==> src/aecr_regs.vh <==
// Register offsets, field positions and reset values of the error block
`ifndef AECR_REGS_VH
`define AECR_REGS_VH

`define AECR_CORR_STATUS_OFS 12'h110
`define AECR_CORR_MASK_OFS 12'h114
`define AECR_ERR_CTRL_OFS 12'h118
`define AECR_HDR_LOG0_OFS 12'h11c
`define AECR_HDR_LOG1_OFS 12'h120
`define AECR_HDR_LOG2_OFS 12'h124
`define AECR_HDR_LOG3_OFS 12'h128

`define AECR_RECEIVER_FAULT_BIT 0
`define AECR_CORRUPT_PACKET_BIT 6
`define AECR_CORRUPT_LINK_PACKET_BIT 7
`define AECR_REPLAY_COUNT_WRAP_BIT 8
`define AECR_REPLAY_TIMER_EXPIRY_BIT 12
`define AECR_ADVISORY_NONFATAL_BIT 13

`define AECR_FIRST_ERROR_INDEX_LSB 0
`define AECR_FIRST_ERROR_INDEX_MSB 4
`define AECR_E2E_CRC_GEN_CAPABLE_BIT 5
`define AECR_E2E_CRC_GEN_ENABLE_BIT 6
`define AECR_E2E_CRC_CHECK_CAPABLE_BIT 7
`define AECR_E2E_CRC_CHECK_ENABLE_BIT 8

`define AECR_CORR_STATUS_RESET 32'h0000_0000
`define AECR_CORR_MASK_RESET 32'h0000_2000
`define AECR_FIRST_ERROR_INDEX_RESET 5'h00
`define AECR_E2E_CRC_GEN_CAPABLE_RESET 1'h1
`define AECR_E2E_CRC_GEN_ENABLE_RESET 1'h0
`define AECR_E2E_CRC_CHECK_CAPABLE_RESET 1'h1
`define AECR_E2E_CRC_CHECK_ENABLE_RESET 1'h0
`define AECR_HDR_LOG_RESET 32'h0000_0000

`endif

==> src/aecr_hdr_log.v <==
// Four-doubleword sticky header log with registered read port
`timescale 1ns/1ns
`include "aecr_regs.vh"

module aecr_hdr_log #(
	parameter DW = 32,
	parameter DEPTH = 4,
	parameter AW = 2
) (
	input wire clk,
	input wire rst,
	input wire wr_en,
	input wire [DW*DEPTH-1:0] wr_data,
	input wire rd_en,
	input wire rd_hit,
	input wire [AW-1:0] rd_addr,
	input wire [DW-1:0] alt_data,
	output reg [DW-1:0] rd_data
);

	wire [DW-1:0] word [0:DEPTH-1];
	genvar i;

	// Whole header is written at once; only a fundamental reset clears it
	generate
		for (i = 0; i < DEPTH; i = i + 1) begin : g_word
			reg [DW-1:0] mem_reg;
			always @(posedge clk) begin
				if (rst) begin
					mem_reg <= `AECR_HDR_LOG_RESET;
				end else if (wr_en) begin
					mem_reg <= wr_data[i*DW +: DW];
				end
			end
			assign word[i] = mem_reg;
		end
	endgenerate

	// Read data stand only in the cycle after the read strobe
	always @(posedge clk) begin
		if (rst) begin
			rd_data <= {DW{1'b0}};
		end else if (rd_en && rd_hit) begin
			rd_data <= word[rd_addr];
		end else if (rd_en) begin
			rd_data <= alt_data;
		end else begin
			rd_data <= {DW{1'b0}};
		end
	end

endmodule

==> src/aecr_top.v <==
// Correctable error status, mask and error control registers
`timescale 1ns/1ns
`include "aecr_regs.vh"

// Overview of operation
// - Receiver fault event sets status bit 0
// - Corrupt packet event sets status bit 6
// - Corrupt link packet event sets bit 7
// - Replay count wrap sets status bit 8
// - Replay timer expiry sets status bit 12
// - Advisory non-fatal event sets bit 13
// - Set mask bit suppresses report to root
// - Advisory mask resets one, others zero
// - Bits 4:0 hold sticky first error index
// - Gen capable bit 5, resets one, lockable
// - Append end-to-end CRC while bit 6 set
// - Check capable bit 7 resets to one
// - Check end-to-end CRC while bit 8 set
// - Capture first error header, four words
module aecr_top #(
	parameter AW = 12,
	parameter DW = 32,
	parameter IDX_W = 5,
	parameter HDR_WORDS = 4
) (
	input wire REF_CLK,
	input wire RST,
	input wire HOT_RST,
	input wire [AW-1:0] REG_ADDR,
	input wire [DW-1:0] REG_WDATA,
	input wire REG_WR,
	input wire REG_RD,
	output wire [DW-1:0] REG_RDATA,
	input wire REG_LOCK,
	input wire RECEIVER_FAULT,
	input wire CORRUPT_PACKET_FLAG,
	input wire CORRUPT_LINK_PACKET_FLAG,
	input wire REPLAY_COUNT_WRAP,
	input wire REPLAY_TIMER_EXPIRY,
	input wire ADVISORY_NONFATAL,
	input wire UNCORR_REPORT,
	input wire [IDX_W-1:0] UNCORR_INDEX,
	input wire [DW*HDR_WORDS-1:0] UNCORR_HEADER,
	input wire UNCORR_RELEASE,
	output reg CORR_REPORT,
	output reg CORR_PENDING,
	output wire E2E_CRC_GEN_EN,
	output wire E2E_CRC_CHECK_EN
);

	localparam NEV = 6;

	// Bit position of each event in the status and mask registers
	localparam [NEV*5-1:0] EV_POS = {
		5'd`AECR_ADVISORY_NONFATAL_BIT,
		5'd`AECR_REPLAY_TIMER_EXPIRY_BIT,
		5'd`AECR_REPLAY_COUNT_WRAP_BIT,
		5'd`AECR_CORRUPT_LINK_PACKET_BIT,
		5'd`AECR_CORRUPT_PACKET_BIT,
		5'd`AECR_RECEIVER_FAULT_BIT
	};

	// Reset images of the packed status and mask bits, cut from the
	// register-wide reset words so the two cannot drift apart
	localparam [DW-1:0] STATUS_RST_WORD = `AECR_CORR_STATUS_RESET;
	localparam [DW-1:0] MASK_RST_WORD = `AECR_CORR_MASK_RESET;
	localparam [IDX_W-1:0] INDEX_RST = `AECR_FIRST_ERROR_INDEX_RESET;
	localparam [NEV-1:0] STATUS_RST = {
		STATUS_RST_WORD[`AECR_ADVISORY_NONFATAL_BIT],
		STATUS_RST_WORD[`AECR_REPLAY_TIMER_EXPIRY_BIT],
		STATUS_RST_WORD[`AECR_REPLAY_COUNT_WRAP_BIT],
		STATUS_RST_WORD[`AECR_CORRUPT_LINK_PACKET_BIT],
		STATUS_RST_WORD[`AECR_CORRUPT_PACKET_BIT],
		STATUS_RST_WORD[`AECR_RECEIVER_FAULT_BIT]
	};
	localparam [NEV-1:0] MASK_RST = {
		MASK_RST_WORD[`AECR_ADVISORY_NONFATAL_BIT],
		MASK_RST_WORD[`AECR_REPLAY_TIMER_EXPIRY_BIT],
		MASK_RST_WORD[`AECR_REPLAY_COUNT_WRAP_BIT],
		MASK_RST_WORD[`AECR_CORRUPT_LINK_PACKET_BIT],
		MASK_RST_WORD[`AECR_CORRUPT_PACKET_BIT],
		MASK_RST_WORD[`AECR_RECEIVER_FAULT_BIT]
	};

	reg [NEV-1:0] status_reg;
	reg [NEV-1:0] mask_reg;
	reg [IDX_W-1:0] first_index_reg;
	reg gen_capable_reg;
	reg gen_enable_reg;
	reg check_capable_reg;
	reg check_enable_reg;
	reg log_armed_reg;

	reg [NEV-1:0] status_next;
	reg [NEV-1:0] mask_next;
	reg [IDX_W-1:0] first_index_next;
	reg gen_capable_next;
	reg gen_enable_next;
	reg check_capable_next;
	reg check_enable_next;
	reg log_armed_next;
	reg report_next;
	reg pending_next;

	wire [NEV-1:0] ev;
	wire [DW-1:0] status_word;
	wire [DW-1:0] mask_word;
	wire [DW-1:0] ctrl_word;
	wire hit_status;
	wire hit_mask;
	wire hit_ctrl;
	wire hit_log;
	reg [1:0] log_index;
	wire capture;
	reg [DW-1:0] csr_rdata;

	assign ev[0] = RECEIVER_FAULT;
	assign ev[1] = CORRUPT_PACKET_FLAG;
	assign ev[2] = CORRUPT_LINK_PACKET_FLAG;
	assign ev[3] = REPLAY_COUNT_WRAP;
	assign ev[4] = REPLAY_TIMER_EXPIRY;
	assign ev[5] = ADVISORY_NONFATAL;

	// Address decode
	assign hit_status = (REG_ADDR == `AECR_CORR_STATUS_OFS);
	assign hit_mask = (REG_ADDR == `AECR_CORR_MASK_OFS);
	assign hit_ctrl = (REG_ADDR == `AECR_ERR_CTRL_OFS);
	assign hit_log = (REG_ADDR == `AECR_HDR_LOG0_OFS) ||
		(REG_ADDR == `AECR_HDR_LOG1_OFS) ||
		(REG_ADDR == `AECR_HDR_LOG2_OFS) ||
		(REG_ADDR == `AECR_HDR_LOG3_OFS);

	// Header log word selected by the read address
	always @* begin
		if (REG_ADDR == `AECR_HDR_LOG1_OFS) begin
			log_index = 2'h1;
		end else if (REG_ADDR == `AECR_HDR_LOG2_OFS) begin
			log_index = 2'h2;
		end else if (REG_ADDR == `AECR_HDR_LOG3_OFS) begin
			log_index = 2'h3;
		end else begin
			log_index = 2'h0;
		end
	end

	// Spread the packed event bits to their register positions
	genvar g;
	generate
		for (g = 0; g < DW; g = g + 1) begin : g_word
			if (g == `AECR_RECEIVER_FAULT_BIT) begin : g_b0
				assign status_word[g] = status_reg[0];
				assign mask_word[g] = mask_reg[0];
			end else if (g == `AECR_CORRUPT_PACKET_BIT) begin : g_b6
				assign status_word[g] = status_reg[1];
				assign mask_word[g] = mask_reg[1];
			end else if (g == `AECR_CORRUPT_LINK_PACKET_BIT) begin : g_b7
				assign status_word[g] = status_reg[2];
				assign mask_word[g] = mask_reg[2];
			end else if (g == `AECR_REPLAY_COUNT_WRAP_BIT) begin : g_b8
				assign status_word[g] = status_reg[3];
				assign mask_word[g] = mask_reg[3];
			end else if (g == `AECR_REPLAY_TIMER_EXPIRY_BIT) begin : g_b12
				assign status_word[g] = status_reg[4];
				assign mask_word[g] = mask_reg[4];
			end else if (g == `AECR_ADVISORY_NONFATAL_BIT) begin : g_b13
				assign status_word[g] = status_reg[5];
				assign mask_word[g] = mask_reg[5];
			end else begin : g_rsvd
				assign status_word[g] = 1'b0;
				assign mask_word[g] = 1'b0;
			end
		end
	endgenerate

	assign ctrl_word = {
		{(DW - 9){1'b0}},
		check_enable_reg,
		check_capable_reg,
		gen_enable_reg,
		gen_capable_reg,
		first_index_reg
	};

	// First uncorrectable error is logged only while the log is armed
	assign capture = UNCORR_REPORT && log_armed_reg;

	// Next-state logic for status, mask and control
	integer k;
	always @* begin
		status_next = status_reg;
		mask_next = mask_reg;
		first_index_next = first_index_reg;
		gen_capable_next = gen_capable_reg;
		gen_enable_next = gen_enable_reg;
		check_capable_next = check_capable_reg;
		check_enable_next = check_enable_reg;
		log_armed_next = log_armed_reg;
		report_next = 1'b0;
		for (k = 0; k < NEV; k = k + 1) begin
			// Write one clears; a same-cycle event sets it again
			if (REG_WR && hit_status && REG_WDATA[EV_POS[k*5 +: 5]]) begin
				status_next[k] = 1'b0;
			end
			if (ev[k]) begin
				status_next[k] = 1'b1;
			end
			if (ev[k] && !mask_reg[k]) begin
				report_next = 1'b1;
			end
			if (REG_WR && hit_mask) begin
				mask_next[k] = REG_WDATA[EV_POS[k*5 +: 5]];
			end
		end
		if (REG_WR && hit_ctrl) begin
			// Capable bits only change while the lock is open
			if (!REG_LOCK) begin
				gen_capable_next =
					REG_WDATA[`AECR_E2E_CRC_GEN_CAPABLE_BIT];
				check_capable_next =
					REG_WDATA[`AECR_E2E_CRC_CHECK_CAPABLE_BIT];
			end
			gen_enable_next = REG_WDATA[`AECR_E2E_CRC_GEN_ENABLE_BIT];
			check_enable_next =
				REG_WDATA[`AECR_E2E_CRC_CHECK_ENABLE_BIT];
		end
		// Release re-arms capture; a report in the same cycle is logged only if already armed
		if (UNCORR_RELEASE) begin
			log_armed_next = 1'b1;
		end
		if (capture) begin
			first_index_next = UNCORR_INDEX;
			log_armed_next = 1'b0;
		end
		pending_next = |(status_next & ~mask_next);
	end

	// Sticky fields: cleared only by the fundamental reset
	always @(posedge REF_CLK) begin
		if (RST) begin
			status_reg <= STATUS_RST;
			mask_reg <= MASK_RST;
			first_index_reg <= INDEX_RST;
			gen_enable_reg <= `AECR_E2E_CRC_GEN_ENABLE_RESET;
			check_enable_reg <= `AECR_E2E_CRC_CHECK_ENABLE_RESET;
			log_armed_reg <= 1'b1;
		end else begin
			status_reg <= status_next;
			mask_reg <= mask_next;
			first_index_reg <= first_index_next;
			gen_enable_reg <= gen_enable_next;
			check_enable_reg <= check_enable_next;
			log_armed_reg <= log_armed_next;
		end
	end

	// Non-sticky fields: also return to defaults on a hot reset
	always @(posedge REF_CLK) begin
		if (RST || HOT_RST) begin
			gen_capable_reg <= `AECR_E2E_CRC_GEN_CAPABLE_RESET;
			check_capable_reg <= `AECR_E2E_CRC_CHECK_CAPABLE_RESET;
			CORR_REPORT <= 1'b0;
			CORR_PENDING <= 1'b0;
		end else begin
			gen_capable_reg <= gen_capable_next;
			check_capable_reg <= check_capable_next;
			CORR_REPORT <= report_next;
			CORR_PENDING <= pending_next;
		end
	end

	assign E2E_CRC_GEN_EN = gen_enable_reg;
	assign E2E_CRC_CHECK_EN = check_enable_reg;

	// Register read mux; unmapped addresses read zero
	always @* begin
		if (hit_status) begin
			csr_rdata = status_word;
		end else if (hit_mask) begin
			csr_rdata = mask_word;
		end else if (hit_ctrl) begin
			csr_rdata = ctrl_word;
		end else begin
			csr_rdata = {DW{1'b0}};
		end
	end

	aecr_hdr_log #(
		.DW(DW),
		.DEPTH(HDR_WORDS),
		.AW(2)
	) u_hdr_log (
		.clk(REF_CLK),
		.rst(RST),
		.wr_en(capture),
		.wr_data(UNCORR_HEADER),
		.rd_en(REG_RD),
		.rd_hit(hit_log),
		.rd_addr(log_index),
		.alt_data(csr_rdata),
		.rd_data(REG_RDATA)
	);

endmodule

==> config.mk <==
export PLATFORM = sky130hd
export DESIGN_NAME = aecr_top
export DESIGN_NICKNAME = d
export VERILOG_FILES = /design/src/aecr_hdr_log.v /design/src/aecr_top.v
export VERILOG_INCLUDE_DIRS = /design/src /design/src/src
export SDC_FILE = /design/constraint.sdc
export NUM_CORES = 1
export LEC_CHECK = 0
export ABC_AREA = 1
export ABC_CLOCK_PERIOD_IN_PS = 1700
export BUFFER_PORTS_ARGS = -buffer_cell sky130_fd_sc_hd__buf_2
export CORE_MARGIN = 1.5
export CORE_UTILIZATION = 45
export DETAILED_ROUTE_END_ITERATION = 12
export PLACE_DENSITY = 0.8
export SYNTH_ARGS = -nofsm -noshare
export SYNTH_HDL_FRONTEND = slang
export SYNTH_SLANG_ARGS = --single-unit
==> constraint.sdc <==
create_clock -name REF_CLK -period 1.7 [get_ports REF_CLK]
set_input_delay 0.34 -clock REF_CLK [delete_from_list [all_inputs] [get_ports REF_CLK]]
set_output_delay 0.34 -clock REF_CLK [all_outputs]
set_load 0.01 [all_outputs]
==> results of run 1 <==
## cells by family after synthesis
logic type / count (synthesis) / share of synthesized area
buffers and inverters: 125 / 0.06771
AO/OA/AOI/OAI: 270 / 0.1901
flip-flops: 184 / 0.4862
AND/OR/NAND/NOR: 487 / 0.2560
## per-layer routing
| layer | vias up | routed length (um) |
|---|---|---|
| met2 | 264 | 10690 |
| met1 | 3459 | 9212 |
| met5 | - | 0 |
| li1 | 3853 | - |
| met3 | 24 | 1299 |
| met4 | 0 | 396 |
## metrics by stage
stage | hold slack, ps | worst slack (ps)
detailed placement | 437.5 | -182.9
CTS | 137.6 | 262.1
floorplan | 424.5 | 117.6
global placement | 434.2 | -149.7
finish | 154.5 | 267.6
global route | 139.8 | 103.7
## cell type report
type                    instances  area, um2  share of cell area
diodes                          1      2.502           0.0002551
clock buffers                  21      470.5             0.04796
clock inverters                10      145.1             0.01480
inverters                      57      219.0             0.02232
multi-input cells             757       3402              0.3468
flip-flops and latches        184       3684              0.3755
well taps                     220      275.3             0.02806
repair buffers                265       1612              0.1643
## how the worst min path moves through the flow
stage | slack (ps) | from | endpoint | cells past startpoint
floorplan | 420 | u_hdr_log.g_word[1].mem_reg[10] | u_hdr_log.g_word[1].mem_reg[10] | 2
global placement | 430 | u_hdr_log.g_word[1].mem_reg[10] | u_hdr_log.g_word[1].mem_reg[10] | 2
detailed placement | 440 | u_hdr_log.g_word[1].mem_reg[10] | u_hdr_log.g_word[1].mem_reg[10] | 2
CTS | 140 | REG_WDATA[5] | gen_capable_reg | 3
global route | 140 | UNCORR_RELEASE | log_armed_reg | 3
finish | 150 | REG_WDATA[5] | gen_capable_reg | 3
## worst max-delay path, stage by stage
cell and delay (ps):
buf_2 100, nor2_1 130, nand3_1 160, nor2_4 140
nand2_2 140, inv_4 150, buf_12 140, nand2_1 60
a21oi_1 270, o21a_1 170
## report_power, final
part	leakage (nW)	switching [mW]	internal (mW)
Clock	0.284	1.66	2.43
Sequential	1.52	0.134	4.59
Combinational	2.75	0.583	0.431
Total	4.55	2.37	7.44
## placed cells by master (no fill, tap or decap), drive strengths merged
cell type	instances
a211oi	1
a21o	9
a21oi	74
a221oi	1
a31oi	2
buf	265
bufinv	3
clkbuf	21
clkinv	4
clkinvlp	5
dfxtp	184
diode	1
inv	55
nand2	211
nand3	14
nand4	11
nor2	249
nor3	1
o211ai	5
o21a	14
o21ai	163
o22ai	1
or2	1
==> results.cfg, run 1 <==
[critical_path]
cp.arrival_ps = 1800
r2r_slack_ps = 300
required_ps = 2070
cp-end-kind = flip-flop
r2r_start = log_armed_reg
worstSetupPathType = in2reg
reg2reg_depth = 5
critPathLaunch = REG_ADDR[7]
crit_fanout = 11
start_kind = primary input
timing.rr.end = u_hdr_log.g_word[0].mem_reg[10]
crit_end = u_hdr_log.rd_data[20]

[floorplanning]
dieArea_um2 = 17620
die_h_um = 132.8
rows = 47
initial_utilization = 0.4585
io_pins = 227
core_um2 = 16520
die_w_um = 132.8

[sta]
hold_viol = 0
slew_viol_final = 0
max-slew-margin-rel = 0.5612
fin_crit_ps = 1432
skew_ps = 11.24
fmax_mhz = 698.1
worst_slew_pin_slew_ps = 658.2
period_share = 0.8426
rsz0062_at_grt = false
finalSetupViolations = 0
setup_tns_ps = 0

[cells_and_area]
finalNonFillerCells = 1515
area_delta_synth_final_pct = 29.48
fin_nets = 1473
fin_area_um2 = 9809
nFillCells = 1504
largest_reg_flops = 128
postLayoutCoreUtil = 0.5936
drive_gt1_frac = 0.2473

[routing]
drtPass1Iterations = 5
drcViolationCount = 0
vias = 7600
ant_nets = 0
via_per_inst = 5.017
postRouteWirelength_um = 21590
drt-wirelength-per-cell_um = 14.25
drt_iter0_drc = 436

[logic_synthesis]
synthTopCellsByCount = nor2_1 (240), nand2_1 (209), dfxtp_1 (184)
synth.most_common_cell = nor2_1
yosysSeqAreaShare = 0.4862
synthCells = 1066
synth_cell_type_count = 30
synth_edf_count = 0
synthFlopType = dfxtp_1
synth_area_leaders = dfxtp_1 (49%), nor2_1 (12%), o21ai_0 (11%)
yosysWarningCount = 0
ys_ff_latch = 184
synthArstFlopShare = 0
synth_area_um2 = 7576
synth.avg_cell_area_um2 = 7.107
syn_nets = 1257
netlist.top_cell.by_area = dfxtp_1
netlist.area_leader.share = 0.4862

[min_path]
hp-class = in2reg

[global_route]
grt_remaining_overflow = 0
use_met3 = 0.04981
grt.total_usage = 0.2480
grt_max_degree = 80
use_met1 = 0.3060
top_usage_layer = met2
grt_pass1_wl_um = 34260
use_met2 = 0.4351
first_global_vias = 7112
grt_antenna_before_repair = 1

[clock_tree]
cts_resized = 0
cts.htree.levels = 4
clockBufferDepth = 2
cts_tree = done
path_clk_slew_ps = 70
cts_hold_buf = 0
cts.sinks = 184
cts_buffers = 17
insertion_delay_ps = 430
cts_root_buffer = clkbuf_16
cts_setup_buffers = 0

[run_status]
outcome = complete, no violations

[placement]
dpl-instance-area_um2 = 9191
hpwl_um = 15610
dp_cells = 1483
portBuffers = 201
gp_congestion = 0.8692

[power]
ir_drop_v = 0.0007722
finalPower_mw = 9.815
power.leakage_nw = 4.550
p_per_area_nw_per_um2 = 1001

[job]
maxCapViolCount = 0
No activity file was read; power rests on OpenSTA's default activity.
==> run 2, diff against run 1 <==
--- a/config.mk
+++ b/config.mk
@@ -6,13 +6,13 @@
 export SDC_FILE = /design/constraint.sdc
 export NUM_CORES = 1
 export LEC_CHECK = 0
-export ABC_AREA = 1
-export ABC_CLOCK_PERIOD_IN_PS = 1700
+export ABC_AREA = 0
+export ABC_CLOCK_PERIOD_IN_PS = 1190
 export BUFFER_PORTS_ARGS = -buffer_cell sky130_fd_sc_hd__buf_2
 export CORE_MARGIN = 1.5
 export CORE_UTILIZATION = 45
 export DETAILED_ROUTE_END_ITERATION = 12
-export PLACE_DENSITY = 0.8
+export PLACE_DENSITY = 0.83
 export SYNTH_ARGS = -nofsm -noshare
 export SYNTH_HDL_FRONTEND = slang
 export SYNTH_SLANG_ARGS = --single-unit
==> constraint.sdc (replaced) <==
create_clock -name REF_CLK -period 1.19 [get_ports REF_CLK]
set_input_delay 0.238 -clock REF_CLK [delete_from_list [all_inputs] [get_ports REF_CLK]]
set_output_delay 0.238 -clock REF_CLK [all_outputs]
set_load 0.01 [all_outputs]
==> run 2 against run 1 <==
The flow now finishes with violations (setup timing). Setup slack got worse by 670 ps. Hold slack got worse by 110 ps. Critical path depth fell by 4.
==> results.cfg, run 2 <==
[run_status]
outcome = complete, but fails checks
violations = setup timing

[logic_synthesis]
synth_area_um2 = 7398
synth.most_common_cell = nand2_1
syn_nets = 1086
synthFlopType = dfxtp_1
netlist.top_cell.by_area = dfxtp_1
netlist.area_leader.share = 0.4979
synth_edf_count = 0
synthArstFlopShare = 0
synthTopCellsByCount = nand2_1 (291), dfxtp_1 (184), a21oi_1 (156)
synth.avg_cell_area_um2 = 8.266
synth_cell_type_count = 46
synth_area_leaders = dfxtp_1 (50%), nand2_1 (15%), a21oi_1 (11%)
yosysWarningCount = 0
ys_ff_latch = 184
yosysSeqAreaShare = 0.4979
synthCells = 895

[critical_path]
worstSetupPathType = in2reg
cp.arrival_ps = 1910
required_ps = 1500
cp-end-kind = flip-flop
start_kind = primary input
reg2reg_depth = 4
r2r_start = status_reg[5]
crit_fanout = 5
timing.rr.end = CORR_PENDING
r2r_slack_ps = -40

[cells_and_area]
nFillCells = 1267
final_cell_mix = nand2_1 (284), buf_2 (199), dfxtp_1 (178), a21oi_1 (149), buf_4 (41)
fin_nets = 1328
largest_reg_flops = 128
area_delta_synth_final_pct = 40.94
drive_gt1_frac = 0.3496
final_common_cell = nand2_1

[placement]
portBuffers = 201
hpwl_um = 14930
dp_slack_ps = -786.7
gp_congestion = 0.9071

[global_route]
grt_antenna_before_repair = 4
grt_remaining_overflow = 0
grt.total_usage = 0.2514
grt_pass1_wl_um = 34770
first_global_vias = 7014
grt_max_degree = 76

[sta]
fmax_mhz = 626.7
max-slew-margin-rel = 0.5483
rsz0062_at_grt = true
hold_viol = 0
slew_viol_final = 0
finalSetupViolations = 47
skew_ps = 16.04
fin_crit_ps = 1596
period_share = 1.341
fin_ws_ps = -405.6
worst_slew_pin_slew_ps = 676.0

[clock_tree]
cts.htree.levels = 4
cts_root_buffer = clkbuf_16
clockBufferDepth = 2
cts_tree = done
path_clk_slew_ps = 60
insertion_delay_ps = 430
cts.sinks = 184
cts_buffers = 17

[power]
power.leakage_nw = 4.515
finalPower_mw = 13.81
p_per_area_nw_per_um2 = 1324
ir_drop_v = 0.001092

[routing]
drt-wirelength-per-cell_um = 18.05
drt_iter0_drc = 685
via_per_inst = 5.575
postRouteWirelength_um = 24660
drcViolationCount = 0
ant_nets = 0
vias = 7616
drtPass1Iterations = 5

[job]
maxCapViolCount = 0

[floorplanning]
rows = 46
initial_utilization = 0.4624
die_w_um = 131.2
die_h_um = 131.2
dieArea_um2 = 17220
io_pins = 227
core_um2 = 16000

[min_path]
holdPathEnd = u_hdr_log.g_word[2].mem_reg[17]
hold_start = UNCORR_HEADER[81]
hp-class = in2reg
hold_path_depth = 3
-- run 2: final cells by class --
type	count	area (um2)	share of cell area
Timing Repair Buffer	286	2083	0.1998
Sequential cell	184	3691	0.3540
Clock inverter	10	122.6	0.01176
Tap cell	216	270.3	0.02592
Antenna cell	3	7.507	0.0007199
Multi-Input combinational cell	640	3780	0.3625
Inverter	8	30.03	0.002880
Clock buffer	19	442.9	0.04248
-- run 2: worst max-delay path, cell delays in order --
cell,delay (ps)
buf_2,110
nor2b_1,340
and4_4,330
and2_4,220
mux4_2,520
and2_1,150
-- run 2: how the worst max path moves through the flow --
stage | start | end | cells after the start
2_1_floorplan | REG_ADDR[9] | u_hdr_log.rd_data[28] | 7
3_3_place_gp | REG_ADDR[9] | u_hdr_log.rd_data[29] | 6
3_5_place_dp | REG_ADDR[9] | u_hdr_log.rd_data[27] | 6
4_1_cts | REG_ADDR[9] | u_hdr_log.rd_data[29] | 6
5_1_grt | REG_ADDR[9] | u_hdr_log.rd_data[10] | 7
6_report | REG_ADDR[5] | u_hdr_log.rd_data[27] | 6
-- run 2: stage by stage --
stage	instances	util	TNS (ps)	hold WS, ps	area (um2)
after floorplan	895	-	-20060	310.1	7476
after global placement	1307	0.5609	-27330	428.1	8975
after detailed placement	1307	0.5609	-30200	427.5	8975
after CTS	1350	0.6236	-7732	39.79	9978
after global routing	1365	0.6515	-12690	43.82	10430
final	1366	0.6517	-12520	47.63	10430
-- run 2: logic make-up after synthesis --
kind of cell,count (synthesis),share of synthesized area
AND/OR/NAND/NOR,353,0.2001
AO/OA/AOI/OAI,223,0.1647
multiplexers,62,0.09488
buffers and inverters,72,0.04127
flip-flops,184,0.4979
XOR/XNOR,1,0.001184
-- run 2: timing repair --
| action | in CTS | in global routing |
|---|---|---|
| cloned | 3 | 7 |
| resized for setup | 79 | 55 |
| setup buffers | 11 | 9 |
| pin swaps | 31 | 23 |
| endpoints found under the hold margin | 1 | 0 |
| hold buffers | 1 | 0 |
| endpoints found under the setup margin | 38 | 63 |
-- run 2: metal layers --
| layer | global-route usage | up-vias | part of all wire |
|---|---|---|---|
| met2 | 0.4118 | 461 | 0.47 |
| met4 | 0.1074 | 2 | 0.046 |
| met5 | 0 | - | 0.00045 |
| met3 | 0.05478 | 98 | 0.089 |
| met1 | 0.3198 | 3531 | 0.40 |
| li1 | - | 3524 | - |
-- run 2: power breakdown --
part           internal [mW]  total, mW  switching (mW)
sequential              6.45       6.62           0.173
combinational          0.760       1.65           0.895
clock                   3.13       5.53            2.40
==> run 3, diff against run 2 <==
--- a/config.mk
+++ b/config.mk
@@ -12,6 +12,8 @@
 export CORE_MARGIN = 1.5
 export CORE_UTILIZATION = 45
 export DETAILED_ROUTE_END_ITERATION = 12
+export GPL_ROUTABILITY_DRIVEN = 0
+export GPL_TIMING_DRIVEN = 0
 export PLACE_DENSITY = 0.83
 export SYNTH_ARGS = -nofsm -noshare
 export SYNTH_HDL_FRONTEND = slang
==> run 3 against run 2 <==
Design area increased by 19%. Critical endpoint is now u_hdr_log.rd_data[19]. The flow still finishes with violations (setup timing). Clock power up 14%. Hold slack got worse by 25 ps. Setup slack lost 74 ps. Die area did not move. Flip-flop and latch count stayed put. Core utilization rose by 12 points. Clock-buffer cell count stayed put. Cell count up 3.0%.
==> results.cfg, run 3 (synthesis gave the netlist of run 2 again) <==
[floorplanning]
initial_utilization = 0.4624
core_um2 = 16000
dieArea_um2 = 17220
die_h_um = 131.2
die_w_um = 131.2
io_pins = 227
rows = 46

[critical_path]
crit_buf_inv = 5
critical_path.top_delay_family = simple AND/OR/NAND/NOR gates
r2r_slack_ps = -340
start_kind = primary input
reg2reg_depth = 4
r2r_start = status_reg[5]
cpPeakStageDelay_ps = 310
worstSetupPathType = in2reg
cp.arrival_ps = 2010
critPathLaunch = REG_ADDR[11]
required_ps = 1530
crit_fanout = 6
cp_cell_sequence = buf_2, nor2_2, and4_4, buf_6, and2_4, buf_12, buf_4, buf_12, mux2i_1, o22ai_1
cp-end-kind = flip-flop
slowest_stage = and4_4
timing.rr.end = CORR_PENDING
crit_path_frequent_cell = buf_12

[power]
finalPower_mw = 15.52
p_per_area_nw_per_um2 = 1255
power.leakage_nw = 5.261
ir_drop_v = 0.001170

[routing]
via_per_inst = 6.166
vias = 8676
drt-wirelength-per-cell_um = 24.14
drtPass1Iterations = 7
drcViolationCount = 0
ant_nets = 0
drt_iter0_drc = 909
postRouteWirelength_um = 33960

[sta]
rsz0062_at_grt = true
slew_viol_final = 0
skew_ps = 11.22
period_share = 1.403
fin_crit_ps = 1669
max-slew-margin-rel = 0.4115
worst_slew_pin_slew_ps = 882.7
fmax_mhz = 599.1
setup_tns_ps = -18880
finalSetupViolations = 140
hold_viol = 0
holdWs_ps = 23.00
fin_ws_ps = -479.1

[clock_tree]
cts_buffers = 17
cts_root_buffer = clkbuf_16
cts.sinks = 184
insertion_delay_ps = 460
path_clk_slew_ps = 70
clockBufferDepth = 2
cts_tree = done
cts.htree.levels = 4

[run_status]
violations = setup timing
outcome = complete, but fails checks

[cells_and_area]
area_delta_synth_final_pct = 67.16
final_cell_mix = buf_2 (196), dfxtp_1 (180), nand2_1 (180), a21oi_2 (117), nand2_4 (71)
diodes = 0
final_common_cell = buf_2
drive_gt1_frac = 0.5668
postLayoutCoreUtil = 0.7729
fin_nets = 1370
fin_area_um2 = 12370
largest_reg_flops = 128

[global_route]
grt_antenna_before_repair = 1
first_global_vias = 8195
grt_pass1_wl_um = 44280
grt_remaining_overflow = 0
grt.total_usage = 0.3333
grt_max_degree = 17

[placement]
portBuffers = 200
hpwl_um = 17000
dpl-instance-area_um2 = 8747

[min_path]
hold_start = UNCORR_HEADER[40]
hp-class = in2reg
hold_path_depth = 3
holdPathEnd = u_hdr_log.g_word[1].mem_reg[8]

[job]
maxCapViolCount = 0
-- run 3: worst max-delay path by stage --
stage,depth (start not counted),slack (ps),end
2_1_floorplan,7,-780,u_hdr_log.rd_data[28]
3_3_place_gp,7,-1200,u_hdr_log.rd_data[4]
3_5_place_dp,7,-1190,u_hdr_log.rd_data[19]
4_1_cts,8,-430,u_hdr_log.rd_data[28]
5_1_grt,10,-510,u_hdr_log.rd_data[19]
6_report,10,-480,u_hdr_log.rd_data[19]
-- run 3: per-layer routing --
metal | vias to the layer above | wire [um] | GRT usage
li1 | 3601 | - | -
met1 | 4076 | 11880 | 0.3872
met2 | 756 | 16120 | 0.5532
met3 | 241 | 3416 | 0.09259
met4 | 2 | 2528 | 0.1885
met5 | - | 13 | 0
-- run 3: layout make-up --
cell class	instances	area (um2)
Buffer	61	694.4
Clock buffer	19	442.9
Clock inverter	12	188.9
Fill cell	940	3633
Inverter	8	30.03
Multi-Input combinational cell	639	5039
Sequential cell	184	3691
Tap cell	216	270.3
Timing Repair Buffer	268	2011
-- run 3: worst reg2reg max path, cell delays in order, from the launching register on --
cell	delay, ps
dfxtp_1	360
nor2_1	330
a211oi_1	110
nor4_1	410
a311oi_1	180
-- run 3: per-stage QoR --
stage                     setup WS [ps]  instances
after floorplan                  -782.5        895
after global placement            -1198       1311
after detailed placement          -1186       1311
after CTS                        -429.6       1395
after global routing             -512.5       1407
final                            -479.1       1407
-- run 3: power breakdown --
part	leakage [nW]	switching, mW	total (mW)	internal [mW]
Combinational	3.44	1.43	2.54	1.11
Sequential	1.51	0.224	6.67	6.44
Clock	0.311	2.70	6.31	3.61
Total	5.26	4.36	15.5	11.2
-- run 3: timing repair --
item,in CTS,in global routing
hold endpoints to repair,1,0
hold buffers,1,0
gates cloned,12,7
setup buffers,41,14
endpoints found under the setup margin,178,183
resized for setup,298,302
pin swaps,84,101
